$ cat config.mk
export PLATFORM = sky130hd
export DESIGN_NAME = radio_mode_packetizer
export DESIGN_NICKNAME = d
export VERILOG_FILES = /design/src/logic/radio_mode_pkg.sv /design/src/logic/skid_buffer.sv /design/src/logic/radio_mode_packetizer.sv
export SDC_FILE = /design/constraint.sdc
export NUM_CORES = 2
export LEC_CHECK = 0
export BUFFER_PORTS_ARGS = -buffer_cell sky130_fd_sc_hd__buf_4
export CAP_MARGIN = 15
export CELL_PAD_IN_SITES_DETAIL_PLACEMENT = 1
export CELL_PAD_IN_SITES_GLOBAL_PLACEMENT = 1
export CORE_ASPECT_RATIO = 1.75
export CORE_MARGIN = 3
export CORE_UTILIZATION = 51
export CTS_BUF_LIST = sky130_fd_sc_hd__clkbuf_4 sky130_fd_sc_hd__clkbuf_8 sky130_fd_sc_hd__clkbuf_16
export DETAILED_ROUTE_END_ITERATION = 10
export PLACE_DENSITY_LB_ADDON = 0.1
export RECOVER_POWER = 100
export SLEW_MARGIN = 0
export SYNTH_ARGS = -nofsm -noshare
export SYNTH_HDL_FRONTEND = slang
export SYNTH_HIERARCHICAL = 1
export SYNTH_MEMORY_MAX_BITS = 65536
export SYNTH_SLANG_ARGS = --single-unit
$ cat constraint.sdc
create_clock -name ref_clk -period 9.5 [get_ports ref_clk]
set_input_delay 0.475 -clock ref_clk [delete_from_list [all_inputs] [get_ports ref_clk]]
set_output_delay 0.475 -clock ref_clk [all_outputs]
set_load 0.05 [all_outputs]
$ cat src/logic/radio_mode_pkg.sv
// What this block does
// - two select pins choose mode zero, one, two
// - normal mode sends full fixed-length packets
// - three idle byte times flush short packet
// - indicator low on first byte, high after last send
// - buffer up to 512 bytes after start
// - receive: indicator low, wait 5ms, output bytes
// - wake mode prepends wake-up code per packet
// - wake mode receives exactly like normal mode
// - power-saving ignores serial input, transmits only a byte taken in the cycle the mode changes
// - power-saving polls air for wake-up code
// - power-saving capture: low, 5ms delay, output
// - after output return to polling cycle
// - wake-up time sets polling interval, latency
// - mode change applies 1ms after idle
package radio_mode_pkg;
  localparam int unsigned CLK_HZ        = 10_000_000;
  localparam int unsigned PACKET_BYTES  = 58;
  localparam int unsigned BACKLOG_BYTES = 512;
  localparam int unsigned GAP_BYTES     = 3;
  localparam int unsigned OUT_DELAY_US  = 5000;
  localparam int unsigned SWITCH_US     = 1000;
  localparam int unsigned MAX_LATENCY_MS = 2000;
  localparam int unsigned OUT_DELAY_CYC =
    OUT_DELAY_US * (CLK_HZ / 1_000_000);
  localparam int unsigned SWITCH_CYC = SWITCH_US * (CLK_HZ / 1_000_000);
  localparam int unsigned MAX_POLL_CYC =
    MAX_LATENCY_MS * (CLK_HZ / 1000);
  localparam logic [1:0] MODE_NORMAL = 2'h0;
  localparam logic [1:0] MODE_WAKE   = 2'h1;
  localparam logic [1:0] MODE_SAVE   = 2'h2;
  localparam logic [1:0] MODE_RESET  = 2'h0;
  localparam logic [7:0] WAKE_CODE   = 8'h55; // arbitrary preamble value
endpackage

$ cat src/logic/skid_buffer.sv
`timescale 1ns/1ns
module skid_buffer #(
  parameter int unsigned WIDTH = 8
) (
  // clocking
  input  wire logic             ref_clk,
  input  wire logic             srst,
  input  wire logic             clk_en,
  // fill side
  input  wire logic             in_valid,
  output logic                  in_ready,
  input  wire logic [WIDTH-1:0] in_data,
  // drain side
  output logic                  out_valid,
  input  wire logic             out_ready,
  output logic      [WIDTH-1:0] out_data
);
  logic [WIDTH-1:0] mem_ff [2];
  logic [WIDTH-1:0] nxt_mem [2];
  logic [1:0]       cnt_ff, nxt_cnt;

  assign in_ready  = (cnt_ff != 2'h2);
  assign out_valid = (cnt_ff != 2'h0);
  assign out_data  = mem_ff[0];

  // two slots, head always at index zero
  always_comb begin
    logic push;
    logic pop;
    push    = in_valid && in_ready;
    pop     = out_valid && out_ready;
    nxt_mem = mem_ff;
    nxt_cnt = cnt_ff;
    if (pop) begin
      nxt_mem[0] = mem_ff[1];
    end
    if (push) begin
      nxt_mem[(pop ? cnt_ff - 2'h1 : cnt_ff) == 2'h0 ? 0 : 1] = in_data;
    end
    nxt_cnt = cnt_ff + {1'b0, push} - {1'b0, pop};
  end

  always_ff @(posedge ref_clk) begin
    if (srst) begin
      cnt_ff    <= 2'h0;
      mem_ff[0] <= '0;
      mem_ff[1] <= '0;
    end else if (clk_en) begin
      cnt_ff <= nxt_cnt;
      mem_ff <= nxt_mem;
    end
  end
endmodule

$ cat src/logic/radio_mode_packetizer.sv
`timescale 1ns/1ns
module radio_mode_packetizer #(
  parameter int unsigned PKT_LEN     = radio_mode_pkg::PACKET_BYTES,
  parameter int unsigned BACKLOG     = radio_mode_pkg::BACKLOG_BYTES,
  parameter int unsigned OUT_DLY_CYC = radio_mode_pkg::OUT_DELAY_CYC,
  parameter int unsigned SWITCH_CYC  = radio_mode_pkg::SWITCH_CYC
) (
  // clocking
  input  wire logic        ref_clk,
  input  wire logic        srst,
  input  wire logic        clk_en,
  // mode pins, asynchronous
  input  wire logic        mode_select_low_bit,
  input  wire logic        mode_select_high_bit,
  // configuration
  input  wire logic [23:0] byte_time_cyc,
  input  wire logic [7:0]  wake_code_len,
  input  wire logic [24:0] poll_interval_cyc,
  // serial bytes from host, already decoded
  input  wire logic        host_valid,
  output logic             host_ready,
  input  wire logic [7:0]  host_data,
  // bytes to radio
  output logic             air_tx_valid,
  input  wire logic        air_tx_ready,
  output logic      [7:0]  air_tx_data,
  output logic             air_tx_start,
  output logic             air_tx_wake,
  // bytes from radio
  input  wire logic        air_rx_valid,
  input  wire logic [7:0]  air_rx_data,
  input  wire logic        air_rx_last,
  input  wire logic        air_wake_seen,
  output logic             air_rx_listen,
  // bytes to host serial output
  output logic             host_tx_valid,
  input  wire logic        host_tx_ready,
  output logic      [7:0]  host_tx_data,
  // status
  output logic             activity_n,
  output logic      [1:0]  mode
);
  localparam int unsigned AW = $clog2(BACKLOG + PKT_LEN);
  localparam int unsigned DEPTH = BACKLOG + PKT_LEN;

  typedef enum logic [2:0] {
    ST_IDLE, ST_COLLECT, ST_WAKE, ST_SEND, ST_RXWAIT, ST_RXOUT
  } state_e;

  // pin synchronisers
  logic [1:0] pin_s1_ff, pin_s2_ff;
  always_ff @(posedge ref_clk) begin
    if (srst) begin
      pin_s1_ff <= 2'h0;
      pin_s2_ff <= 2'h0;
    end else if (clk_en) begin
      pin_s1_ff <= {mode_select_high_bit, mode_select_low_bit};
      pin_s2_ff <= pin_s1_ff;
    end
  end

  state_e            state_ff, nxt_state;
  logic [1:0]        mode_ff, nxt_mode;
  logic [23:0]       sw_cnt_ff, nxt_sw_cnt;
  logic [7:0]        buf_ff [DEPTH];
  logic [AW-1:0]     wr_ff, nxt_wr, rd_ff, nxt_rd;
  logic [AW:0]       used_ff, nxt_used;
  logic [23:0]       gap_ff, nxt_gap;
  logic [1:0]        gapn_ff, nxt_gapn;
  logic [7:0]        wk_ff, nxt_wk;
  logic [5:0]        sent_ff, nxt_sent;
  logic [24:0]       dly_ff, nxt_dly;
  logic [24:0]       poll_ff, nxt_poll;
  logic              act_n_ff, nxt_act_n;
  logic              start_ff, nxt_start;
  logic              rx_push, rx_ready, rx_done_ff, nxt_rx_done;

  function automatic logic [AW-1:0] wrap_inc(input logic [AW-1:0] p);
    wrap_inc = (p == AW'(DEPTH - 1)) ? '0 : p + AW'(1);
  endfunction

  // host bytes only taken outside power saving and while room remains;
  // every handshake but air_rx_listen is masked while frozen, so no host, send or serial byte is lost or doubled; a radio byte arriving then is dropped
  logic host_take, tx_take, rx_take;
  assign host_ready = clk_en && (mode_ff != radio_mode_pkg::MODE_SAVE) &&
                      (used_ff < (AW+1)'(DEPTH)) &&
                      (state_ff == ST_IDLE || state_ff == ST_COLLECT ||
                       state_ff == ST_WAKE || state_ff == ST_SEND);
  assign host_take = host_valid && host_ready;
  assign tx_take   = air_tx_valid && air_tx_ready;
  assign air_tx_valid = clk_en &&
                        ((state_ff == ST_WAKE) ||
                         (state_ff == ST_SEND && used_ff != '0 &&
                          sent_ff != 6'(PKT_LEN)));
  assign air_tx_data  = (state_ff == ST_WAKE) ? radio_mode_pkg::WAKE_CODE
                                              : buf_ff[rd_ff];
  assign air_tx_wake  = (state_ff == ST_WAKE);
  assign air_tx_start = start_ff;
  // receiver always on except sleep part of the poll cycle
  assign air_rx_listen = (mode_ff != radio_mode_pkg::MODE_SAVE) ||
                         poll_ff == '0 || state_ff == ST_RXWAIT;
  assign activity_n = act_n_ff;
  assign mode = mode_ff;
  assign rx_push = clk_en && air_rx_valid && air_rx_listen && rx_ready &&
                   state_ff != ST_COLLECT && state_ff != ST_SEND &&
                   state_ff != ST_WAKE;
  assign rx_take = rx_push;

  // next state of the control path
  always_comb begin
    nxt_state = state_ff;
    nxt_mode = mode_ff;
    nxt_sw_cnt = sw_cnt_ff;
    nxt_wr = wr_ff;
    nxt_rd = rd_ff;
    nxt_used = used_ff;
    nxt_gap = gap_ff;
    nxt_gapn = gapn_ff;
    nxt_wk = wk_ff;
    nxt_sent = sent_ff;
    nxt_dly = dly_ff;
    nxt_poll = poll_ff;
    nxt_act_n = act_n_ff;
    nxt_start = 1'b0;
    nxt_rx_done = rx_done_ff;
    if (host_take) begin
      nxt_wr = wrap_inc(wr_ff);
      nxt_gap = '0;
      nxt_gapn = '0;
    end
    if (tx_take && state_ff == ST_SEND) begin
      nxt_rd = wrap_inc(rd_ff);
      nxt_sent = sent_ff + 6'h1;
    end
    nxt_used = used_ff + (AW+1)'(host_take) -
               (AW+1)'(tx_take && state_ff == ST_SEND);
    // power-saving poll timer, counts down then listens
    if (mode_ff == radio_mode_pkg::MODE_SAVE && state_ff == ST_IDLE) begin
      // a wake code heard in the listen slot keeps the receiver open
      if (poll_ff == '0) begin
        nxt_poll = air_wake_seen ? '0 : poll_interval_cyc;
      end else begin
        nxt_poll = poll_ff - 25'h1;
      end
    end
    case (state_ff)
      ST_IDLE: begin
        // mode change only while idle and indicator high
        if (pin_s2_ff != mode_ff && pin_s2_ff != 2'h3) begin
          nxt_sw_cnt = sw_cnt_ff + 24'h1;
          if (sw_cnt_ff == 24'(SWITCH_CYC - 1)) begin
            nxt_mode = pin_s2_ff;
            nxt_sw_cnt = '0;
            nxt_poll = '0;
          end
        end else begin
          nxt_sw_cnt = '0;
        end
        if (host_take) begin
          nxt_state = ST_COLLECT;
          nxt_act_n = 1'b0;
          nxt_sw_cnt = '0;
        end else if (rx_push) begin
          nxt_state = ST_RXWAIT;
          nxt_sw_cnt = '0;
        end
      end
      ST_COLLECT: begin
        if (!host_take) begin
          nxt_gap = (gap_ff == byte_time_cyc - 24'h1) ? '0 : gap_ff + 24'h1;
          if (gap_ff == byte_time_cyc - 24'h1) begin
            nxt_gapn = gapn_ff + 2'h1;
          end
        end
        if (used_ff >= (AW+1)'(PKT_LEN) ||
            (gapn_ff == 2'(radio_mode_pkg::GAP_BYTES - 1) &&
             gap_ff == byte_time_cyc - 24'h1 && !host_take)) begin
          nxt_sent = '0;
          nxt_wk = wake_code_len;
          nxt_state = (mode_ff == radio_mode_pkg::MODE_WAKE &&
                       wake_code_len != '0) ? ST_WAKE : ST_SEND;
        end
      end
      ST_WAKE: begin
        if (tx_take) begin
          nxt_wk = wk_ff - 8'h1;
          if (wk_ff == 8'h1) begin
            nxt_state = ST_SEND;
          end
        end
      end
      ST_SEND: begin
        // a packet ends on full length or drained buffer
        if (sent_ff == 6'(PKT_LEN) || (used_ff == '0 && !host_take)) begin
          nxt_start = 1'b1;
          nxt_gap = '0;
          nxt_gapn = '0;
          if (nxt_used == '0) begin
            nxt_state = ST_IDLE;
            nxt_act_n = 1'b1;
          end else begin
            nxt_state = ST_COLLECT;
          end
        end
      end
      ST_RXWAIT: begin
        if (air_rx_valid && air_rx_last) begin
          nxt_rx_done = 1'b1;
        end
        if (rx_done_ff) begin
          nxt_act_n = 1'b0;
          nxt_dly = dly_ff + 25'h1;
          if (dly_ff == 25'(OUT_DLY_CYC - 1)) begin
            nxt_state = ST_RXOUT;
            nxt_dly = '0;
          end
        end
      end
      ST_RXOUT: begin
        if (!host_tx_valid) begin
          nxt_state = ST_IDLE;
          nxt_act_n = 1'b1;
          nxt_rx_done = 1'b0;
          nxt_poll = poll_interval_cyc;
        end
      end
      default: nxt_state = ST_IDLE;
    endcase
  end

  // received bytes pass a two-entry buffer to the serial output
  logic       rb_valid;
  logic [7:0] rb_data;
  skid_buffer #(.WIDTH(8)) u_rx_buf (
    .ref_clk   (ref_clk),
    .srst      (srst),
    .clk_en    (clk_en),
    .in_valid  (rx_take),
    .in_ready  (rx_ready),
    .in_data   (air_rx_data),
    .out_valid (rb_valid),
    .out_ready (host_tx_ready && state_ff == ST_RXOUT),
    .out_data  (rb_data)
  );
  assign host_tx_valid = clk_en && rb_valid &&
                         state_ff == ST_RXOUT;
  assign host_tx_data  = rb_data;

  // registers of the control path
  always_ff @(posedge ref_clk) begin
    if (srst) begin
      state_ff <= ST_IDLE;
      mode_ff <= radio_mode_pkg::MODE_RESET;
      sw_cnt_ff <= '0;
      wr_ff <= '0;
      rd_ff <= '0;
      used_ff <= '0;
      gap_ff <= '0;
      gapn_ff <= '0;
      wk_ff <= '0;
      sent_ff <= '0;
      dly_ff <= '0;
      poll_ff <= '0;
      act_n_ff <= 1'b1;
      start_ff <= 1'b0;
      rx_done_ff <= 1'b0;
    end else if (clk_en) begin
      state_ff <= nxt_state;
      mode_ff <= nxt_mode;
      sw_cnt_ff <= nxt_sw_cnt;
      wr_ff <= nxt_wr;
      rd_ff <= nxt_rd;
      used_ff <= nxt_used;
      gap_ff <= nxt_gap;
      gapn_ff <= nxt_gapn;
      wk_ff <= nxt_wk;
      sent_ff <= nxt_sent;
      dly_ff <= nxt_dly;
      poll_ff <= nxt_poll;
      act_n_ff <= nxt_act_n;
      start_ff <= nxt_start;
      rx_done_ff <= nxt_rx_done;
    end
  end

  // byte store, no reset needed for data
  always_ff @(posedge ref_clk) begin
    if (clk_en && host_take) begin
      buf_ff[wr_ff] <= host_data;
    end
  end
endmodule

==> impl_metrics.ini <==
[die]
die_area_mm2 = 0.374
die_y_um = 807
die_w_um = 464
num_rows = 293
initial_core_util_pct = 51.3
io_pins = 109
core-area_mm2 = 0.364

[clocking]
clk_pin_slew_worst_paths_ns = 0.06
clk_path_buf_depth = 4
cts_tree = yes
cts_num_sinks = 4745
cts_setup_buffers = 0
cts_root_buffer = clkbuf_16
cts_buffers = 420
htree_levels = 5
worstSkewPairLatency_ns = 0.95

[routing]
vias = 94700
routed_wl_um = 545000
highest_layer = met5
met3RoutedLength_um = 34200
drtIter0Drc = 10300
vias_per_cell = 6.46
first_pass_iters = 6
wl_per_cell_um = 37.1
drtAntennaViolNets = 0
drc_errors = 0
wl_met2_um = 287000
wl_met1_um = 190000

[place]
portBuffers = 108
dpl.cell_count = 13800
hpwl_um = 347000
gp_congestion = 0.852

[sta]
setup_tns_ns = 0
rsz0062_at_grt = false
period_needed_ns = 8.36
finClkSkew_ns = 0.0526
max_slew_margin_pct = -317
timing.final.crit_share_pct = 88.0
fmax_mhz = 120
setup_viol = 0
tightest_slew_ns = 6.25
finalMaxSlewViolations = 3798
hold_viol = 0

[global_routing]
antenna_found_initial = 33
grt.total_usage_pct = 29.1
grt_pass1_vias = 101000
grt_start_max_net_pins = 209
grt_pass1_wl_um = 772000
gr-total-overflow = 0

[power_and_ir_drop]
p_leak_nw = 61.9
peakVddDrop_mv = 0.171
powerDensity_mw_per_mm2 = 202

[worst_setup_path]
worstSetupPathType = in2reg
endpoint_kind = flip-flop
critPathRequiredTime_ns = 10.02
crit_path_start_kind = input pin
worstPathMaxFanout = 33
critPathArrivalTime_ns = 8.89

[finish]
fin_cells = 14700
mostFrequentLayoutCells = edfxtp_1 (4560), mux4_2 (1261), nor2_1 (791)
layout_commonest_cell = edfxtp_1
area_delta_synth_final_pct = 11.1
drive_above_1_share_pct = 22.9
finish.net_count = 9562
fillCellCount = 31000

[yosys]
synth_cell_type_count = 86
seq_area_frac_synth_pct = 75.2
synth-edff-count = 4560
syn_nets = 9322
yosysWarnings = 6
postSynthCellCount = 9197
syn_area_mm2 = 0.187
synth_area_per_cell_um2 = 20.3
postSynth.asyncResetShare_pct = 0
ys_seq_elements = 4745
synth_flop_cell = edfxtp_1

[run_status]
status = complete, but fails checks
violations = capacitance limit, slew limit

[worst_hold_path]
hp-class = in2reg

[run]
drv_cap = 81
## sequential cells by signal, indices dropped and copies added (netlist names), named ones only
signal and flops:
buf_ff 4560, dly_ff 25, poll_ff 25, gap_ff 24, sw_cnt_ff 24, used_ff 11, rd_ff 10, wr_ff 10
u_rx_buf/out_data 8, wk_ff 8, sent_ff 6, state_ff 3, gapn_ff 2, mode 2, pin_s1_ff 2, pin_s2_ff 2
u_rx_buf/cnt_ff 2, activity_n 1, air_tx_start 1, rx_done_ff 1
## synthesized netlist by cell type, types with 10 or more instances
cell / number / area share (%)
inv_1: 55 / 0.11
nor2_1: 795 / 1.6
buf_4: 79 / 0.32
and4_1: 16 / 0.075
clkbuf_1: 318 / 0.64
o21ai_0: 122 / 0.33
a21oi_1: 193 / 0.52
a211oi_1: 36 / 0.14
mux4_2: 1261 / 15
ha_1: 40 / 0.27
o22ai_1: 51 / 0.17
and3_1: 33 / 0.11
and2_1: 14 / 0.047
nand2_1: 157 / 0.32
nor2b_1: 32 / 0.11
o221ai_1: 24 / 0.11
o21ai_1: 11 / 0.029
dfxtp_1: 185 / 2.0
a221oi_1: 38 / 0.18
or3_1: 25 / 0.084
nor4_1: 34 / 0.11
buf_1: 34 / 0.068
o211ai_1: 17 / 0.068
a22o_1: 35 / 0.16
nand4_1: 39 / 0.13
nand3_1: 133 / 0.36
nor3_1: 89 / 0.24
a22oi_1: 122 / 0.49
edfxtp_1: 4560 / 73
mux2i_1: 169 / 0.90
nor4b_1: 10 / 0.047
nor3b_1: 29 / 0.12
or2_2: 10 / 0.033
buf_2: 130 / 0.35
xnor2_1: 31 / 0.15
a31oi_1: 38 / 0.13
or4_1: 11 / 0.044
nand2b_1: 31 / 0.10
xor2_1: 47 / 0.22
## metal layers
layer / vias up / global-route usage (%)
li1: 38600 / -
met2: 3757 / 51.8
met5: - / 0
met4: 12 / 14.3
met1: 51400 / 34.9
met3: 970 / 3.88
## cell families (layout without fill, tap and decap cells)
logic type	count (synthesis)	after routing	synth area share, %
compound gates	777	777	2.76
xor+xnor	78	78	0.365
fa+ha+maj	41	41	0.278
buf+inv	623	1204	1.52
flops	4745	4745	75.2
mux	1439	1439	16.1
other cells	0	28	0
simple gates	1494	1494	3.71
## where the power goes
group | internal [mW] | leakage, nW | total (mW) | switching (mW)
Combinational | 0.324 | 12.5 | 1.34 | 1.01
Clock | 9.91 | 6.90 | 17.6 | 7.71
Sequential | 23.0 | 42.5 | 23.0 | 0.0618
## final timing paths
check                     startpoint                                 to  slack [ns]  cells after the start
max                           clk_en            buf_ff[65][5]$_DFFE_PP_        1.14                      7
min                    air_wake_seen           poll_ff[17]$_SDFFE_PP0P_        0.15                      6
max reg2reg  used_ff[6]$_SDFFE_PP0P_            buf_ff[65][5]$_DFFE_PP_        1.31                      8
min reg2reg                flip-flop  u_rx_buf/out_data[2]$_SDFFE_PP0P_        0.48                      2
## worst max-delay path: stages
cell and delay [ns]:
dlygate4sd3_1 0.52, clkbuf_1 0.80, nand2_1 0.34, a2111oi_0 1.41, buf_4 0.56, nand3_1 2.65
nor2_1 2.02
## timing repair
action / 4_1_cts / 5_1_grt
setup endpoints to repair: 0 / 0
hold buffers: 54 / 0
resized for setup: 0 / 0
hold endpoints to repair: 271 / 0
## layout make-up
cell class | instances | area [um2] | share of cell area [%]
diodes | 28 | 70.1 | 0.0337
clock buffers | 500 | 11300 | 5.44
clock inverters | 263 | 2700 | 1.30
inverters | 57 | 221 | 0.107
multi-input cells | 3829 | 43600 | 21.0
flip-flops and latches | 4745 | 141000 | 67.7
well taps | 4867 | 6090 | 2.93
repair buffers | 384 | 3040 | 1.46
## per-stage QoR
step                      worst slack, ns  total power, mW  cell area (um2)  utilization [%]  hold slack [ns]
final                                1.14             42.0           208000             57.0            0.153
after global placement               3.17             24.8           194000             53.2            0.456
after CTS                            2.19             42.2           208000             57.2          0.00585
after floorplan                      4.60             24.1           187000                -            0.447
after detailed placement             3.26             24.8           194000             53.2            0.473
after global routing                 1.08             43.1           208000             57.0            0.115
(Power assumes the default switching activity.)
